===== config.mk =====
export PLATFORM = sky130hd
export DESIGN_NAME = dma_bus_master_pin_control
export DESIGN_NICKNAME = d
export VERILOG_FILES = /design/src/dma_pin_pkg.sv /design/src/dma_bus_master_pin_control.sv /design/src/pin_sync.sv
export SDC_FILE = /design/constraint.sdc
export NUM_CORES = 1
export LEC_CHECK = 0
export BUFFER_PORTS_ARGS = -buffer_cell sky130_fd_sc_hd__buf_4
export CORE_ASPECT_RATIO = 0.75
export CORE_MARGIN = 5
export CORE_UTILIZATION = 31
export DETAILED_ROUTE_END_ITERATION = 12
export PLACE_DENSITY = 0.54
export SETUP_SLACK_MARGIN = 0.02
export SLEW_MARGIN = 10
export SYNTH_ARGS = -nofsm -noshare
export SYNTH_HDL_FRONTEND = slang
export SYNTH_SLANG_ARGS = --single-unit

===== constraint.sdc =====
create_clock -name clk_in -period 4.3 [get_ports clk_in]
set_input_delay 0.215 -clock clk_in [delete_from_list [all_inputs] [get_ports clk_in]]
set_output_delay 0.215 -clock clk_in [all_outputs]
set_load 0.05 [all_outputs]

===== src/dma_pin_pkg.sv =====
// Package: constants and carriers for the DMA bus-master pin control
`default_nettype none
package dma_pin_pkg;
  localparam int CHANNELS = 4;
  localparam logic [3:0] MASK_RESET = 4'hf;
  localparam logic [3:0] ACK_LEVEL_RESET = 4'h0;
  localparam int SYNC_STAGES = 2;
  localparam int XFER_CYCLES = 2;

  typedef enum logic [1:0] {
    XFER_IO_TO_MEM,
    XFER_MEM_TO_IO,
    XFER_MEM_TO_MEM,
    XFER_VERIFY
  } xfer_kind_t;

  typedef struct packed {
    logic [15:0] address;
    xfer_kind_t kind;
    logic block_mode;
  } xfer_setup_t;

  typedef struct packed {
    logic [3:0] low_address;
    logic [3:0] low_address_oe_n;
    logic [3:0] mid_address;
    logic [3:0] mid_address_oe_n;
    logic [7:0] upper_byte;
    logic [7:0] upper_byte_oe_n;
  } address_pins_t;
endpackage
`default_nettype wire


===== src/dma_bus_master_pin_control.sv =====
// DMA bus-master pin control: hold handshake, address, acknowledge, memory strobes
// Function
// - Drive mid address outputs only in the active cycle, otherwise float them.
// - Raise hold request for an unmasked channel request or software request.
// - With hold request looped to grant, exactly one grant wait state precedes the first transfer after idle; chained transfers from done skip it.
// - One acknowledge per channel, programmable polarity, active low after reset.
// - Upper address gate is active high during DMA transfers.
// - Upper address strobe pulses; in block mode only on the first transfer after idle or when upper byte changes.
// - Active-low memory read strobe on DMA read and memory-to-memory read phase.
// - Active-low memory write strobe on DMA write and memory-to-memory write phase.
// - Fixed priority: channel zero first, channel three last.
// - Lowest four address lines carry low address bits in the active cycle.
`default_nettype none
module dma_bus_master_pin_control
  import dma_pin_pkg::*;
#(
  parameter int NUM_CH = CHANNELS
) (
  input wire logic clk_in,
  input wire logic nrst_in,
  input wire logic clk_en_in,
  input wire logic [NUM_CH-1:0] channel_request_in,
  input wire logic [NUM_CH-1:0] channel_mask_in,
  input wire logic [NUM_CH-1:0] software_request_in,
  input wire logic [NUM_CH-1:0] ack_active_high_in,
  input wire logic bus_hold_grant_in,
  input wire xfer_setup_t [NUM_CH-1:0] setup_in,
  output logic bus_hold_request_out,
  output logic [NUM_CH-1:0] channel_acknowledge_out,
  output logic upper_address_gate_out,
  output logic upper_address_strobe_out,
  output address_pins_t address_pins_out,
  output logic memory_read_strobe_n_out,
  output logic memory_read_strobe_oe_n_out,
  output logic memory_write_strobe_n_out,
  output logic memory_write_strobe_oe_n_out,
  output logic [NUM_CH-1:0] channel_done_out
);
  typedef enum logic [2:0] {
    ST_IDLE,
    ST_GRANT_WAIT,
    ST_ADDR_UPDATE,
    ST_READ,
    ST_WRITE,
    ST_DONE
  } state_t;

  state_t state_reg;
  logic [NUM_CH-1:0] req_sync;
  logic grant_sync;
  logic active;
  logic in_xfer;
  logic [NUM_CH-1:0] pending;
  logic [1:0] sel_reg;
  logic [NUM_CH-1:0] ack_level_reg;
  logic [7:0] last_upper_reg;
  logic upper_valid_reg;
  logic [1:0] phase_cnt_reg;
  xfer_setup_t cur;

  pin_sync #(.WIDTH(NUM_CH)) req_sync_i (
    .clk_in(clk_in),
    .nrst_in(nrst_in),
    .clk_en_in(clk_en_in),
    .async_in(channel_request_in),
    .sync_out(req_sync)
  );

  pin_sync #(.WIDTH(1)) grant_sync_i (
    .clk_in(clk_in),
    .nrst_in(nrst_in),
    .clk_en_in(clk_en_in),
    .async_in(bus_hold_grant_in),
    .sync_out(grant_sync)
  );

  // Lowest index wins
  function automatic logic [1:0] pick_channel(input logic [NUM_CH-1:0] req);
    logic [1:0] idx;
    idx = 2'h0;
    for (int i = NUM_CH - 1; i >= 0; i--) begin
      if (req[i]) begin
        idx = 2'(i);
      end
    end
    return idx;
  endfunction

  assign pending = (req_sync & ~channel_mask_in) | software_request_in;
  assign cur = setup_in[sel_reg];
  assign active = state_reg inside {ST_ADDR_UPDATE, ST_READ, ST_WRITE};
  assign in_xfer = state_reg inside {ST_READ, ST_WRITE};

  // Acknowledge sense sampled on every enabled clock while the sequencer is idle
  always_ff @(posedge clk_in or negedge nrst_in) begin
    if (!nrst_in) begin
      ack_level_reg <= ACK_LEVEL_RESET;
    end else if (clk_en_in && state_reg == ST_IDLE) begin
      ack_level_reg <= ack_active_high_in;
    end
  end

  // Transfer sequencer
  always_ff @(posedge clk_in or negedge nrst_in) begin
    if (!nrst_in) begin
      state_reg <= ST_IDLE;
      sel_reg <= 2'h0;
      phase_cnt_reg <= 2'h0;
    end else if (clk_en_in) begin
      case (state_reg)
        ST_IDLE: begin
          if (|pending) begin
            sel_reg <= pick_channel(pending);
            // A grant left over from the last tenure is not taken as a new one
            if (!grant_sync) begin
              state_reg <= ST_GRANT_WAIT;
            end
          end
        end
        ST_GRANT_WAIT: begin
          if (grant_sync) begin
            sel_reg <= pick_channel(pending);
            state_reg <= ST_ADDR_UPDATE;
          end else if (!(|pending)) begin
            state_reg <= ST_IDLE;
          end
        end
        ST_ADDR_UPDATE: begin
          phase_cnt_reg <= 2'h0;
          state_reg <= (cur.kind == XFER_IO_TO_MEM) ? ST_WRITE : ST_READ;
        end
        ST_READ: begin
          phase_cnt_reg <= phase_cnt_reg + 2'h1;
          if (phase_cnt_reg == 2'(XFER_CYCLES - 1)) begin
            phase_cnt_reg <= 2'h0;
            state_reg <= (cur.kind == XFER_MEM_TO_MEM) ? ST_WRITE : ST_DONE;
          end
        end
        ST_WRITE: begin
          phase_cnt_reg <= phase_cnt_reg + 2'h1;
          if (phase_cnt_reg == 2'(XFER_CYCLES - 1)) begin
            phase_cnt_reg <= 2'h0;
            state_reg <= ST_DONE;
          end
        end
        ST_DONE: begin
          if (|pending && grant_sync) begin
            sel_reg <= pick_channel(pending);
            state_reg <= ST_ADDR_UPDATE;
          end else begin
            state_reg <= ST_IDLE;
          end
        end
        default: state_reg <= ST_IDLE;
      endcase
    end
  end

  // Upper byte tracking for strobe suppression in block mode
  always_ff @(posedge clk_in or negedge nrst_in) begin
    if (!nrst_in) begin
      last_upper_reg <= 8'h00;
      upper_valid_reg <= 1'b0;
    end else if (clk_en_in) begin
      if (state_reg == ST_ADDR_UPDATE) begin
        last_upper_reg <= cur.address[15:8];
        upper_valid_reg <= 1'b1;
      end else if (state_reg == ST_IDLE) begin
        upper_valid_reg <= 1'b0;
      end
    end
  end

  // Pin outputs, all registered
  always_ff @(posedge clk_in or negedge nrst_in) begin
    if (!nrst_in) begin
      bus_hold_request_out <= 1'b0;
      channel_acknowledge_out <= ~ACK_LEVEL_RESET;
      upper_address_gate_out <= 1'b0;
      upper_address_strobe_out <= 1'b0;
      address_pins_out <= '{default: '0, low_address_oe_n: 4'hf,
                            mid_address_oe_n: 4'hf, upper_byte_oe_n: 8'hff};
      memory_read_strobe_n_out <= 1'b1;
      memory_read_strobe_oe_n_out <= 1'b1;
      memory_write_strobe_n_out <= 1'b1;
      memory_write_strobe_oe_n_out <= 1'b1;
      channel_done_out <= '0;
    end else if (clk_en_in) begin
      bus_hold_request_out <= (state_reg != ST_IDLE) ? (|pending || active)
                                                      : |pending;
      upper_address_gate_out <= active;
      upper_address_strobe_out <= (state_reg == ST_ADDR_UPDATE) &&
        (!cur.block_mode || !upper_valid_reg ||
         cur.address[15:8] != last_upper_reg);
      address_pins_out.low_address <= cur.address[3:0];
      address_pins_out.low_address_oe_n <= active ? 4'h0 : 4'hf;
      address_pins_out.mid_address <= cur.address[7:4];
      address_pins_out.mid_address_oe_n <= active ? 4'h0 : 4'hf;
      address_pins_out.upper_byte <= cur.address[15:8];
      address_pins_out.upper_byte_oe_n <= (state_reg == ST_ADDR_UPDATE) ? 8'h00 : 8'hff;
      for (int i = 0; i < NUM_CH; i++) begin
        channel_acknowledge_out[i] <= (in_xfer && sel_reg == 2'(i)) ? ack_level_reg[i]
                                                                     : ~ack_level_reg[i];
        channel_done_out[i] <= (state_reg == ST_DONE) && sel_reg == 2'(i);
      end
      memory_read_strobe_n_out <= !(state_reg == ST_READ &&
        cur.kind inside {XFER_MEM_TO_IO, XFER_MEM_TO_MEM});
      memory_write_strobe_n_out <= !(state_reg == ST_WRITE &&
        cur.kind inside {XFER_IO_TO_MEM, XFER_MEM_TO_MEM});
      memory_read_strobe_oe_n_out <= !active;
      memory_write_strobe_oe_n_out <= !active;
    end
  end
endmodule
`default_nettype wire


===== src/pin_sync.sv =====
// Two-flop synchroniser for a bus of pin inputs
`default_nettype none
module pin_sync #(
  parameter int WIDTH = 1
) (
  input wire logic clk_in,
  input wire logic nrst_in,
  input wire logic clk_en_in,
  input wire logic [WIDTH-1:0] async_in,
  output logic [WIDTH-1:0] sync_out
);
  logic [WIDTH-1:0] stage_reg;

  always_ff @(posedge clk_in or negedge nrst_in) begin
    if (!nrst_in) begin
      stage_reg <= '0;
      sync_out <= '0;
    end else if (clk_en_in) begin
      stage_reg <= async_in;
      sync_out <= stage_reg;
    end
  end
endmodule
`default_nettype wire


==> run_results.csv <==
group,metric,value,unit
timing,whs,-0.03721,ns
worst_setup_path,reg2regPathDepth,5,
global_route,grt_busiest_layer,"met2",
cells_and_area,n_antenna_cell,0,
logic_synthesis,synth-seq-area-share,45.99,%
cells_and_area,fin_util,45.16,%
logic_synthesis,synthCells,262,
clock_network,root_buffer,"clkbuf_16",
timing,fmax,418.4,MHz
timing,relSlewSlack,25.34,%
logic_synthesis,syn_area,0.003341,mm^2
logic_synthesis,yosysTopAreaCell,"dfrtp_1",
cells_and_area,final_net_count,479,
floorplanning,start_util,32.09,%
global_route,grt_pass1_wl,13.32,mm
worst_setup_path,timing_worst_setup_path_type,"reg2reg",
timing,rsz0062_at_grt,"false",
drt,drt_iter0_drc,59,
global_route,antenna_found_initial,0,
global_route,grt_usage,13.20,%
pwr,vdd_ir_drop_max,0.3806,mV
drt,vias_per_cell,4.891,
cells_and_area,area_growth,40.71,%
timing,fin_skew,0.004542,ns
worst_setup_path,slowest_stage,"dfrtp_1",
pwr,power_density,748.6,mW/mm^2
worst_setup_path,required,4.49,ns
clock_network,clock_path_buffers,2,
floorplanning,rows,32,
clock_network,cts.sinks,61,
pwr,p_leak,2.069,nW
logic_synthesis,synth.area.top_cells,"dfrtp_1 40%, mux2_2 14%, mux4_2 12%",
worst_setup_path,reg2reg_setup_slack,1.91,ns
floorplanning,die_w,129.9,um
clock_network,htree_levels,3,
cells_and_area,largest_register_ffs,18,
logic_synthesis,synthArstFlopShare,100.0,%
worst_setup_path,crit_path_start_kind,"flip-flop",
placed_design,portBuffers,142,
flow_run,maxCapViolCount,0,
worst_setup_path,cp.arrival,2.58,ns
logic_synthesis,synth_flop_cell,"dfrtp_1",
clock_network,ctsHoldBuffers,0,
global_route,met3_usage,4.787,%
drt,drt_pre_antenna_iters,4,
min_path,holdCritPathClass,"in2async",
clock_network,cts.repair.resized,0,
timing,fin_crit_sh,55.58,%
floorplanning,ios,143,
global_route,grtUsageMet1,17.43,%
worst_setup_path,end_kind,"flip-flop",
worst_setup_path,crit_family,"flip-flops",
floorplanning,die_h,99.90,um
global_route,grt_pass1_vias,2680,
worst_setup_path,worstPathCellList,"mux4_2 > xnor2_1 > nand4_1 > a2111oi_2 > o2bb2ai_1",
drt,ant_nets,0,
global_route,grt_use_met2,20.24,%
clock_network,post_cts_buffers,0,
worst_setup_path,cp_max_fo,26,
placed_design,place.gp.congestion,0.7530,
drt,vias,2553,
logic_synthesis,yosys.area.top_type_share,39.70,%
floorplanning,core,0.01041,mm^2
logic_synthesis,synth.distinct_cells,41,
timing,timing.setup.tns,0,ns
logic_synthesis,yosysMostFrequentCell,"dfrtp_1",
logic_synthesis,syn_area_per_cell,12.75,um^2
timing,worstMarginPinSlew,1.120,ns
logic_synthesis,synth_nets,360,
drt,wl,8.656,mm
placed_design,hpwl,6.297,mm
clock_network,clk_latency,0.32,ns
worst_setup_path,rr_endpoint,"upper_address_strobe_out$_DFFE_PN0P_",
logic_synthesis,synth_common_cells,"53 x dfrtp_1, 41 x mux2_2, 18 x mux4_2, 16 x buf_4, 13 x xnor2_1",
worst_setup_path,max_stage_delay,1.08,ns
clock_network,cts_tree,"yes",
worst_setup_path,r2r_start,"sel_reg[1]$_DFFE_PN0P_",
global_route,grt_overflow,0,
global_route,grt_max_degree,62,
timing,final.min_clock_period,2.390,ns
logic_synthesis,ys_warn_count,0,
outcome,status,"complete, but fails checks",
clock_network,numCtsBuffers,9,
logic_synthesis,synth_edf_count,0,
worst_setup_path,cp_num_buf_inv,0,
outcome,violations,"hold timing",
timing,setup_viol,0,
timing,finalHoldViolCount,53,
cells_and_area,drive_above_1_share,59.59,%
drt,post-route-drc-count,0,
clock_network,clk_pin_slew,0.05,ns
floorplanning,dieArea,0.01297,mm^2
timing,slew_violations,0,
drt,avgRoutedWirePerCell,16.58,um
logic_synthesis,synth_seq_cells,61,
layout by cell type (no fill, tap or decap), drive strengths merged, types with 3 or more instances in the layout:
master,n
nand4,4
buf,142
dfstp,8
nor2,6
nor3,4
o211ai,3
dfrtp,53
nand3,4
mux4,18
a21oi,5
o21a,3
nor2b,4
mux2,43
xnor2,13
o21ai,8
inv,7
o2bb2ai,6
nand2,8
clkinv,3
a31oi,5
nand2b,3
clkbuf,10
a2111oi,3
per-layer routing:
metal  up-vias  wire (um)
li1       1196          -
met1      1257       3936
met2        92       3885
met3         8        757
met4         0         77
met5         -          0
logic make-up after synthesis:
| family | Yosys count | synth area share (%) |
|---|---|---|
| adders and majority gates | 2 | 0.7489 |
| xor gates and xnor gates | 15 | 3.933 |
| and+or+nand+nor | 40 | 6.517 |
| DFF | 61 | 45.99 |
| muxes | 61 | 26.63 |
| AOI/OAI and AO/OA | 42 | 9.326 |
| buffers and inverters | 41 | 6.854 |
through the flow:
step / std cells / power [mW] / instance area [um^2] / hold slack [ns] / worst slack, ns
floorplan: 262 / 2.340 / 3341 / -0.08059 / 2.338
global placement: 506 / 2.751 / 4375 / 0.3551 / 1.907
detailed placement: 506 / 2.769 / 4375 / 0.3578 / 1.825
CTS: 522 / 3.562 / 4701 / 0.002213 / 1.830
global route: 522 / 3.711 / 4701 / 0.03181 / 1.708
finish: 522 / 3.519 / 4701 / -0.03721 / 1.910
how the worst max path moves through the flow:
stage | start | end | slack (ns) | cells past startpoint
after global routing | sel_reg[0]$_DFFE_PN0P_ | upper_address_strobe_out$_DFFE_PN0P_ | 1.71 | 5
after CTS | sel_reg[1]$_DFFE_PN0P_ | upper_address_strobe_out$_DFFE_PN0P_ | 1.83 | 5
after floorplan | sel_reg[0]$_DFFE_PN0P_ | state_reg[1]$_DFFE_PN0P_ | 2.34 | 8
final | sel_reg[1]$_DFFE_PN0P_ | upper_address_strobe_out$_DFFE_PN0P_ | 1.91 | 5
after global placement | sel_reg[1]$_DFFE_PN0P_ | upper_address_strobe_out$_DFFE_PN0P_ | 1.91 | 5
after detailed placement | sel_reg[1]$_DFFE_PN0P_ | upper_address_strobe_out$_DFFE_PN0P_ | 1.83 | 5
report_power, final:
group	total (mW)	internal, mW	switching, mW	leakage [nW]
Combinational	1.66	0.696	0.964	1.19
Sequential	1.08	0.810	0.268	0.724
Clock	0.781	0.521	0.259	0.158
Total	3.52	2.03	1.49	2.07
worst reg2reg max path, cell delays in order (launching register included):
cell and delay, ns:
dfrtp_1 1.08, mux4_2 0.48, xnor2_1 0.17, nand4_1 0.14
a2111oi_2 0.30, o2bb2ai_1 0.09
area by class of cell:
| type | count | area, um^2 |
|---|---|---|
| fill | 1014 | 5709 |
| multi-input combinational | 160 | 1575 |
| sequential | 61 | 1538 |
| timing repair buffer | 142 | 1066 |
| clock buffer | 10 | 239.0 |
| tap | 136 | 170.2 |
| clock inverter | 6 | 86.33 |
| inverter | 7 | 26.28 |
No activity file was read; power rests on OpenSTA's default activity.
